### src/common/suart_defines.vh
// Constants of the pin-based serial transmitter and receiver
// ---------------------------------------------------------------------
// Functional notes
// - After reset the transmit pin drives the idle high level before it is enabled as an output.
// - The receiver stays idle until the receive line goes low and takes that fall as the start bit.
// - Eight data bits are sampled once each at their bit centre and the byte is then delivered.
// - The stop bit level is not checked and no framing error exists.
// - One sample per bit is taken with no oversampling or voting.
// - All bit timing is built from one adjustable half-bit delay unit per direction.
// - The link runs at 2400 baud by default and both ends use the same rate.
// - 9600 baud may be chosen as an option once the system is proven at that rate.
// - The bit period is a fixed count of enabled clock cycles and only a low ce pauses its timing.
// - One configurable pin receives and another transmits.
// - Start detection is edge driven and bit timing uses a counter instead of busy loops.
// ---------------------------------------------------------------------
`ifndef SUART_DEFINES_VH
`define SUART_DEFINES_VH
`define SUART_CLK_HZ 200000000
`define SUART_BAUD_DEFAULT 2400
`define SUART_BAUD_FAST 9600
`define SUART_HALF_CYC(b) (`SUART_CLK_HZ / (2 * (b)))
`define SUART_HALF_W 16
`define SUART_DATA_BITS 8
`define SUART_CNT_W 4
`define SUART_PIN_SEL_W 3
`define SUART_PIN_COUNT 8
`define SUART_IDLE_LEVEL 1'b1
`endif

### src/core/suart_core.v
// Pin-based asynchronous serial transmitter and receiver
`timescale 1ns/100ps
`include "suart_defines.vh"
module suart_core #(
  parameter HALF_W = `SUART_HALF_W,
  parameter BAUD = `SUART_BAUD_DEFAULT,
  parameter FAST_BAUD = `SUART_BAUD_FAST
) (
  input wire clk_sys,
  input wire rst,
  input wire ce,
  input wire fast_rate,
  input wire [`SUART_PIN_SEL_W-1:0] rx_pin_sel,
  input wire [`SUART_PIN_SEL_W-1:0] tx_pin_sel,
  input wire [`SUART_PIN_COUNT-1:0] port_in,
  output reg [`SUART_PIN_COUNT-1:0] port_out,
  output reg [`SUART_PIN_COUNT-1:0] port_oe,
  input wire tx_valid,
  input wire [`SUART_DATA_BITS-1:0] tx_data,
  output wire tx_ready,
  output reg rx_valid,
  output reg [`SUART_DATA_BITS-1:0] rx_data,
  input wire rx_ready
);
  // ---------------------------------------------------------------------
  // Rate selection
  // ---------------------------------------------------------------------
  localparam integer HALF_SLOW_I = `SUART_HALF_CYC(BAUD);
  localparam integer HALF_FAST_I = `SUART_HALF_CYC(FAST_BAUD);
  localparam [HALF_W-1:0] HALF_SLOW = HALF_SLOW_I[HALF_W-1:0];
  localparam [HALF_W-1:0] HALF_FAST = HALF_FAST_I[HALF_W-1:0];
  wire [HALF_W-1:0] half_len;
  assign half_len = fast_rate ? HALF_FAST : HALF_SLOW;
  // ---------------------------------------------------------------------
  // Pin selection and initialisation
  // ---------------------------------------------------------------------
  localparam [1:0] I_RESET = 2'h0;
  localparam [1:0] I_LOAD = 2'h1;
  localparam [1:0] I_RUN = 2'h2;
  reg [1:0] init_state;
  reg tx_line;
  wire rx_line;
  assign rx_line = port_in[rx_pin_sel];
  always @(posedge clk_sys) begin
    if (rst) begin
      init_state <= I_RESET;
      port_out <= {`SUART_PIN_COUNT{1'b0}};
      port_oe <= {`SUART_PIN_COUNT{1'b0}};
    end else if (ce) begin
      case (init_state)
        I_RESET: begin
          port_out[tx_pin_sel] <= `SUART_IDLE_LEVEL;
          init_state <= I_LOAD;
        end
        I_LOAD: begin
          port_oe <= {`SUART_PIN_COUNT{1'b0}};
          port_oe[tx_pin_sel] <= 1'b1;
          init_state <= I_RUN;
        end
        I_RUN: begin
          port_out <= {`SUART_PIN_COUNT{1'b0}};
          port_out[tx_pin_sel] <= tx_line;
          port_oe <= {`SUART_PIN_COUNT{1'b0}};
          port_oe[tx_pin_sel] <= 1'b1;
        end
        default: begin
          init_state <= I_RESET;
        end
      endcase
    end
  end
  wire running;
  assign running = init_state == I_RUN;
  // ---------------------------------------------------------------------
  // Receiver
  // ---------------------------------------------------------------------
  localparam [1:0] R_IDLE = 2'h0;
  localparam [1:0] R_START = 2'h1;
  localparam [1:0] R_DATA = 2'h2;
  localparam [1:0] R_STOP = 2'h3;
  reg [1:0] rx_state;
  reg rx_prev;
  reg rx_phase;
  reg [`SUART_CNT_W-1:0] rx_count;
  reg [`SUART_DATA_BITS-1:0] rx_shift;
  reg rx_start;
  wire rx_tick;
  wire rx_fall;
  assign rx_fall = rx_prev && !rx_line;
  suart_half_timer #(.W(HALF_W)) u_rx_timer (
    .clk_sys(clk_sys),
    .rst(rst),
    .ce(ce),
    .start(rx_start),
    .half_len(half_len),
    .tick(rx_tick)
  );
  always @(posedge clk_sys) begin
    if (rst) begin
      rx_state <= R_IDLE;
      rx_prev <= 1'b1;
      rx_phase <= 1'b0;
      rx_count <= {`SUART_CNT_W{1'b0}};
      rx_shift <= {`SUART_DATA_BITS{1'b0}};
      rx_start <= 1'b0;
      rx_valid <= 1'b0;
      rx_data <= {`SUART_DATA_BITS{1'b0}};
    end else if (ce) begin
      rx_prev <= rx_line;
      rx_start <= 1'b0;
      if (rx_valid && rx_ready) begin
        rx_valid <= 1'b0;
      end
      case (rx_state)
        R_IDLE: begin
          if (running && rx_fall) begin
            rx_start <= 1'b1;
            rx_state <= R_START;
          end
        end
        R_START: begin
          if (rx_tick) begin
            rx_phase <= 1'b0;
            rx_count <= {`SUART_CNT_W{1'b0}};
            rx_state <= R_DATA;
          end
        end
        R_DATA: begin
          if (rx_tick) begin
            rx_phase <= !rx_phase;
            if (rx_phase) begin
              rx_shift <= {rx_line, rx_shift[`SUART_DATA_BITS-1:1]};
              rx_count <= rx_count + {{(`SUART_CNT_W-1){1'b0}}, 1'b1};
              if (rx_count == `SUART_DATA_BITS - 1) begin
                rx_state <= R_STOP;
                rx_phase <= 1'b0;
              end
            end
          end
        end
        R_STOP: begin
          rx_data <= rx_shift;
          rx_valid <= 1'b1;
          rx_state <= R_IDLE;
        end
        default: begin
          rx_state <= R_IDLE;
        end
      endcase
    end
  end
  // ---------------------------------------------------------------------
  // Transmitter
  // ---------------------------------------------------------------------
  localparam [1:0] T_IDLE = 2'h0;
  localparam [1:0] T_SEND = 2'h1;
  reg [1:0] tx_state;
  reg [`SUART_DATA_BITS+1:0] tx_shift;
  reg [`SUART_CNT_W-1:0] tx_count;
  reg tx_phase;
  reg tx_start;
  wire tx_tick;
  assign tx_ready = running && tx_state == T_IDLE && !tx_start;
  suart_half_timer #(.W(HALF_W)) u_tx_timer (
    .clk_sys(clk_sys),
    .rst(rst),
    .ce(ce),
    .start(tx_start),
    .half_len(half_len),
    .tick(tx_tick)
  );
  always @(posedge clk_sys) begin
    if (rst) begin
      tx_state <= T_IDLE;
      tx_line <= `SUART_IDLE_LEVEL;
      tx_shift <= {(`SUART_DATA_BITS+2){1'b1}};
      tx_count <= {`SUART_CNT_W{1'b0}};
      tx_phase <= 1'b0;
      tx_start <= 1'b0;
    end else if (ce) begin
      tx_start <= 1'b0;
      case (tx_state)
        T_IDLE: begin
          tx_line <= `SUART_IDLE_LEVEL;
          if (tx_ready && tx_valid) begin
            tx_shift <= {1'b1, tx_data, 1'b0};
            tx_line <= 1'b0;
            tx_count <= {`SUART_CNT_W{1'b0}};
            tx_phase <= 1'b0;
            tx_start <= 1'b1;
            tx_state <= T_SEND;
          end
        end
        T_SEND: begin
          if (tx_tick) begin
            tx_phase <= !tx_phase;
            if (tx_phase) begin
              if (tx_count == `SUART_DATA_BITS + 1) begin
                tx_line <= `SUART_IDLE_LEVEL;
                tx_state <= T_IDLE;
              end else begin
                tx_shift <= {1'b1, tx_shift[`SUART_DATA_BITS+1:1]};
                tx_line <= tx_shift[1];
                tx_count <= tx_count + {{(`SUART_CNT_W-1){1'b0}}, 1'b1};
              end
            end
          end
        end
        default: begin
          tx_state <= T_IDLE;
        end
      endcase
    end
  end
endmodule // suart_core

### src/core/suart_half_timer.v
// Half-bit delay unit that counts clock cycles
`timescale 1ns/100ps
`include "suart_defines.vh"
module suart_half_timer #(
  parameter W = `SUART_HALF_W
) (
  clk_sys,
  rst,
  ce,
  start,
  half_len,
  tick
);
  input clk_sys;
  input rst;
  input ce;
  input start;
  input [W-1:0] half_len;
  output tick;
  reg [W-1:0] count;
  // Half interval counter, reloaded on start or expiry
  always @(posedge clk_sys) begin
    if (rst) begin
      count <= {W{1'b0}};
    end else if (ce) begin
      if (start || count == {W{1'b0}}) begin
        count <= half_len - {{(W-1){1'b0}}, 1'b1};
      end else begin
        count <= count - {{(W-1){1'b0}}, 1'b1};
      end
    end
  end
  assign tick = ce && !start && count == {W{1'b0}};
endmodule // suart_half_timer

### config.mk
export PLATFORM = sky130hd
export DESIGN_NAME = suart_core
export DESIGN_NICKNAME = d
export VERILOG_FILES = /design/src/core/suart_core.v /design/src/core/suart_half_timer.v
export VERILOG_INCLUDE_DIRS = /design/src /design/src/common
export SDC_FILE = /design/constraint.sdc
export NUM_CORES = 1
export LEC_CHECK = 0
export BUFFER_PORTS_ARGS = -buffer_cell sky130_fd_sc_hd__buf_2
export CAP_MARGIN = 30
export CELL_PAD_IN_SITES_DETAIL_PLACEMENT = 1
export CELL_PAD_IN_SITES_GLOBAL_PLACEMENT = 2
export CORE_MARGIN = 1
export CORE_UTILIZATION = 38
export CTS_CLUSTER_DIAMETER = 150
export DETAILED_ROUTE_END_ITERATION = 6
export PLACE_DENSITY_LB_ADDON = 0.08
export SLEW_MARGIN = 40
export SYNTH_ARGS = -nofsm -noshare
export SYNTH_HDL_FRONTEND = slang
export SYNTH_SLANG_ARGS = --single-unit
### constraint.sdc
create_clock -name clk_sys -period 3.69 [get_ports clk_sys]
set_input_delay 0.369 -clock clk_sys [delete_from_list [all_inputs] [get_ports clk_sys]]
set_output_delay 0.369 -clock clk_sys [all_outputs]
set_load 0.05 [all_outputs]
==> results.json, run 1 <==
{
  "crit_required_ps": 3960,
  "worstReg2RegEnd": "rx_state[0]",
  "regArea_mm2": 0.001843,
  "crit_slowest_cell": "nor3b_1",
  "synthesis.area_mm2": 0.004637,
  "avgRoutedWirePerCell_um": 15.94,
  "clk_pin_slew_worst_paths_ps": 70,
  "r2r_slack_ps": 1220,
  "syn_area_per_cell_um2": 8.251,
  "grt_overflow": 0,
  "drt_iter0_drc": 187,
  "diodes": 0,
  "p_per_area_mw_per_mm2": 711.6,
  "fin_area_mm2": 0.005321,
  "vias_per_cell": 5.560,
  "fmax_mhz": 405.0,
  "maxSlewHeadroom_pct": 54.05,
  "clock_latency_ps": 350,
  "via_count": 4142,
  "cp-start-kind": "register",
  "dieArea_mm2": 0.01265,
  "skew_ps": 10.03,
  "ios": 54,
  "place_ws_ps": 1219,
  "syn_to_final_growth_pct": 14.76,
  "rows": 39,
  "dr.pass1.iters": 4,
  "fp.dieH_um": 112.5,
  "hold_start": "fast_rate",
  "port_buffers": 53,
  "cp.arrival_ps": 2740,
  "ys_ff_latch": 92,
  "critPathMaxFanout": 6,
  "slowest_delay_ps": 520,
  "drv_slew": 0,
  "cts_sinks": 92,
  "holdWs_ps": 339.5,
  "cts_buffer_depth": 2,
  "routabilityCongestion": 0.8222,
  "synthDistinctLibCells": 64,
  "hold_buffers": 0,
  "power.leakage_uw": 0.002151,
  "hold_viol": 0,
  "grt_max_degree": 49,
  "nNetsFinal": 638,
  "cts_buffers": 9,
  "fin_ws_ps": 1221,
  "drcViolationCount": 0,
  "ctsRootBufferMaster": "clkbuf_16",
  "cp_cell_sequence": "inv_1, ha_1, nor3b_1, nand4_2, o31a_1, a211o_1, a221oi_2",
  "cap_viol_max_count": 0,
  "period_share_pct": 66.91,
  "vdd_drop_max_mv": 0.4143,
  "cts_tree": "done",
  "crit_type": "register to register",
  "timing.setup.tns_ps": 0,
  "htreeDepth": 3,
  "grt_util_all_layers_pct": 20.08,
  "status": "completed",
  "dp_hpwl_mm": 8.263,
  "dp_cells": 729,
  "worst_hold_path_type": "primary input to register",
  "synth-warning-count": 0,
  "final-setup-viol-count": 0,
  "fin_crit_ps": 2469,
  "tightestPinTransition_ps": 680.3,
  "ys_seq_area_share_pct": 39.72,
  "postCtsSetupBuffers": 0,
  "synth_edf_count": 0,
  "layout-drive-gt1-share_pct": 14.78,
  "r2r_start": "u_rx_timer.count[0]",
  "design.core.area_mm2": 0.01166,
  "fp.dieW_um": 112.5,
  "hold-path-endpoint": "u_tx_timer.count[1]",
  "initial_core_util_pct": 39.76,
  "ys.flop_type": "dfxtp_1",
  "grt_pass1_vias": 4167,
  "wl_mm": 11.88,
  "fillerInstances": 1442,
  "reg2reg_depth": 7,
  "final_cells": 745,
  "whs_path_depth": 3,
  "crit_buf_inv": 1,
  "postPlaceCellArea_mm2": 0.004987,
  "antenna_found_initial": 0,
  "async_flop_share_pct": 0,
  "crit_family": "compound AO/OA/AOI/OAI gates",
  "synthCells": 562,
  "end_kind": "register",
  "cts.repair.resized": 0,
  "ant_nets": 0,
  "grt_pass1_wl_mm": 20.49,
  "rsz0062_at_grt": "no",
  "syn_nets": 603,
  "multi_input_area_mm2": 0.002592
}
-- registers in the layout, indices dropped and copies added, names as in the netlist --
signal,count
rx_state,2
u_rx_timer.count,16
rx_valid,1
tx_start,1
rx_data,8
tx_shift,8
rx_start,1
tx_count,4
tx_line,1
tx_phase,1
rx_prev,1
rx_count,4
init_state,2
rx_phase,1
tx_state,1
port_out,8
rx_shift,8
u_tx_timer.count,16
port_oe,8
-- cell type report --
| class | instances | area share, % |
|---|---|---|
| clock inverter | 6 | 1.763 |
| timing repair buffer | 58 | 5.690 |
| tap | 143 | 3.362 |
| clock buffer | 10 | 4.491 |
| multi-input combinational | 417 | 48.72 |
| sequential | 92 | 34.63 |
| inverter | 19 | 1.340 |
-- metal layers --
metal  up-vias  GRT usage [%]  wire (µm)
li1       2074              -          -
met5         -              0          0
met1      2002          26.66       5873
met3        15          2.970        285
met2        51          33.00       5540
met4         0          7.644        179
-- cell families (layout without fill, tap and decap cells) --
logic type	Yosys count	after routing	synth area share, %
compound gates	135	135	18.78
xor+xnor	9	9	1.700
fa+ha+maj	13	13	3.508
buf+inv	53	93	4.614
flops	92	92	39.72
mux	29	29	6.557
simple gates	231	231	25.12
-- per-stage QoR --
step	power (µW)	utilization, %
final	3787	45.63
after global routing	4047	45.63
after CTS	3816	45.62
after detailed placement	2759	42.76
after global placement	2714	42.67
after floorplan	2433	-
-- cells in the mapped netlist (4+ instances only) --
library cell | instances | area [µm²]
nor3_1 | 19 | 95.09
a22oi_1 | 5 | 37.54
nand2_1 | 50 | 187.7
ha_1 | 13 | 162.7
nor3b_1 | 5 | 37.54
inv_1 | 17 | 63.81
o21ai_0 | 39 | 195.2
mux2i_1 | 27 | 270.3
nor4_1 | 11 | 68.82
nor2_1 | 80 | 300.3
dfxtp_1 | 92 | 1842
a32oi_1 | 4 | 35.03
nand3_1 | 17 | 85.08
a31oi_1 | 5 | 31.28
nand3b_1 | 4 | 30.03
clkbuf_1 | 27 | 101.4
nor2b_1 | 10 | 62.56
a211oi_1 | 8 | 60.06
a21oi_1 | 45 | 225.2
xor2_1 | 6 | 52.55
or4_1 | 8 | 60.06
or3_1 | 6 | 37.54
-- cells in the final DEF (no fill, tap or decap), types with 3 or more instances in the layout --
master	instances
a211oi_1	8
a21oi_1	45
a22oi_1	5
a311oi_1	3
a31oi_1	5
a32o_1	3
a32oi_1	4
a41o_1	3
buf_2	53
buf_4	5
clkbuf_16	9
dfxtp_1	91
ha_1	13
inv_1	17
mux2i_1	27
nand2_1	50
nand2b_1	3
nand3_1	17
nand3b_1	4
nand4_1	3
nor2_1	80
nor2b_1	10
nor3_1	19
nor3b_1	5
nor4_1	11
o21ai_0	39
or3_1	6
or4_1	8
xnor2_1	3
xor2_1	6
-- worst register-to-register path, delay by kind of cell, from the launching register on --
| kind | cells | cell delay [ps] |
|---|---|---|
| compound gates | 3 | 940 |
| simple gates | 2 | 860 |
| flops | 1 | 340 |
| fa+ha+maj | 1 | 180 |
| buf+inv | 1 | 70 |
-- worst max path at each step --
stage / start / to / slack (ps) / cells after the start
4_1_cts: u_rx_timer.count[1] / rx_state[0] / 1200 / 7
5_1_grt: u_rx_timer.count[1] / rx_state[0] / 960 / 7
3_5_place_dp: u_rx_timer.count[1] / rx_state[0] / 1220 / 7
3_3_place_gp: u_rx_timer.count[0] / u_rx_timer.count[13] / 1190 / 7
2_1_floorplan: init_state[0] / tx_shift[6] / 860 / 7
6_report: u_rx_timer.count[0] / rx_state[0] / 1220 / 7
-- where the power goes --
part / internal (µW) / leakage (µW) / switching, µW
registers: 1150 / 0.000748 / 181
logic: 555 / 0.00124 / 873
clock network: 618 / 0.000160 / 414
Power figures use the tool's default switching activity.
==> inputs of run 2 (changes only) <==
- CORE_UTILIZATION: 38 -> 31
- clock period: 3.69 -> 2 ns (I/O delays scaled with it)
==> run 2 against run 1 <==
Compared with the run above:
- sequential share of layout area is 4.1 points lower
- global-route usage down 2.7 points
- final cell count is 14% higher
- critical path type unchanged
- largest power group unchanged
- worst hold slack worse by 210 ps
- critical path depth unchanged
- highest routed layer unchanged
==> results.json, run 2 (synthesis results as in run 1) <==
{
  "status": "completed",
  "grt_max_degree": 78,
  "ios": 54,
  "layout_commonest_cell": "dfxtp_1",
  "hold_viol": 0,
  "critPathMaxFanout": 4,
  "r2r_start": "u_tx_timer.count[1]",
  "cp-start-kind": "register",
  "vdd_drop_max_mv": 0.5349,
  "postLayoutCoreUtil_pct": 41.42,
  "syn_to_final_growth_pct": 30.30,
  "antenna_found_initial": 0,
  "reg2reg_depth": 7,
  "final-setup-viol-count": 0,
  "clock_latency_ps": 350,
  "drt_iter0_drc": 184,
  "rows": 44,
  "drcViolationCount": 0,
  "layout-drive-gt1-share_pct": 28.27,
  "final_cells": 849,
  "clk_pin_slew_worst_paths_ps": 70,
  "cts_buffers": 9,
  "hold_buffers": 0,
  "ant_nets": 0,
  "fmax_mhz": 506.1,
  "rsz0062_at_grt": "yes",
  "cts_tree": "done",
  "skew_ps": 11.89,
  "worstReg2RegEnd": "tx_count[2]",
  "grt_overflow": 0,
  "diodes": 0,
  "cp.arrival_ps": 2260,
  "fin_crit_ps": 1976,
  "hold-path-endpoint": "rx_valid",
  "whs_path_depth": 4,
  "initial_core_util_pct": 31.78,
  "drv_slew": 0,
  "ctsRootBufferMaster": "clkbuf_16",
  "power.leakage_uw": 0.002508,
  "cap_viol_max_count": 0,
  "cts_sinks": 92,
  "dp_cells": 823,
  "grt_util_all_layers_pct": 17.38,
  "grt_pass1_wl_mm": 22.13,
  "dr.pass1.iters": 4,
  "maxSlewHeadroom_pct": 57.49,
  "biggestRegsByFlops": "u_rx_timer.count x16, u_tx_timer.count x16",
  "grt_pass1_vias": 4572,
  "port_buffers": 53,
  "htreeDepth": 3,
  "dp_hpwl_mm": 9.029,
  "fillerInstances": 1735,
  "routabilityCongestion": 0.7608,
  "tightestPinTransition_ps": 633.7,
  "design.core.area_mm2": 0.01459,
  "crit_required_ps": 2280,
  "end_kind": "register",
  "cts_buffer_depth": 2,
  "avgRoutedWirePerCell_um": 15.28,
  "p_per_area_mw_per_mm2": 1376,
  "p_total_uw": 8312,
  "hold_start": "rx_ready",
  "dieArea_mm2": 0.01545,
  "nNetsFinal": 701,
  "period_share_pct": 98.80,
  "r2r_slack_ps": 20,
  "final_cell_mix": "88 x dfxtp_1, 78 x nor2_1, 63 x buf_4",
  "fp.dieH_um": 124.3,
  "via_count": 4397,
  "holdWs_ps": 128.6,
  "wl_mm": 12.97,
  "fp.dieW_um": 124.3,
  "worst_hold_path_type": "primary input to register",
  "vias_per_cell": 5.179,
  "crit_type": "register to register"
}
==> run 2: changes by cell type in the layout (fill, tap and decap cells not counted), moves of 4 or more <==
cell     previous run  this run
buf_4               5        63
inv_1              17        13
inv_2               0         4
nor3_1             19        15
nor3_2              0         4
nor4_1             11         6
nor4_2              1         5
o21ai_0            39        33
o21ai_1             1         7
or4_1               8         1
or4_4               0         7
==> run 2: worst max-delay path by stage <==
stage,start,depth (start not counted),to
2_1_floorplan,u_tx_timer.count[1],7,tx_count[2]
5_1_grt,u_rx_timer.count[1],8,u_rx_timer.count[13]
6_report,u_tx_timer.count[1],7,tx_count[2]
3_3_place_gp,u_tx_timer.count[1],7,tx_count[2]
4_1_cts,u_rx_timer.count[8],6,u_rx_timer.count[13]
3_5_place_dp,u_rx_timer.count[1],8,u_rx_timer.count[13]
==> run 2: critical path: stages (launching register included) <==
cell and delay [ps]:
dfxtp_2 320, inv_2 60, ha_4 120, or3b_4 410, nor3_4 240, a41oi_4 140
or4_4 490, a21oi_2 120
==> run 2: layout make-up <==
| cell class | count | area (µm²) | share of cell area (%) |
|---|---|---|---|
| multi-input combinational | 417 | 2764 | 45.74 |
| sequential | 92 | 1847 | 30.57 |
| timing repair buffer | 121 | 820.8 | 13.58 |
| clock buffer | 10 | 239.0 | 3.955 |
| tap | 184 | 230.2 | 3.810 |
| inverter | 19 | 71.32 | 1.180 |
| clock inverter | 6 | 70.07 | 1.160 |
==> run 2: what timing repair did <==
item / CTS / global route
resized for setup: 7 / 35
pin swaps: 3 / 17
endpoints found under the setup margin: 31 / 51
buffers inserted: 2 / 8
==> run 2: power breakdown <==
group	internal (µW)	switching [µW]
clock network	1020	773
registers	2120	302
logic	2080	2020
==> run 2: metrics by stage <==
stage	cell area [µm²]	worst slack [ps]	TNS [ps]
6_report	6042	24.08	0
2_1_floorplan	4671	1.076	0
3_5_place_dp	5497	-104.8	-832.0
5_1_grt	6042	-58.96	-491.6
3_3_place_gp	5497	-28.25	-58.59
4_1_cts	5858	-10.77	-27.49
==> run 2: routing by layer <==
| metal | routed length, µm | share of wire (%) | track usage [%] |
|---|---|---|---|
| met1 | 6439 | 50 | 22.91 |
| met2 | 6127 | 47 | 29.02 |
| met3 | 231 | 1.8 | 2.191 |
| met4 | 176 | 1.4 | 6.166 |
| met5 | 0 | 0 | 0 |
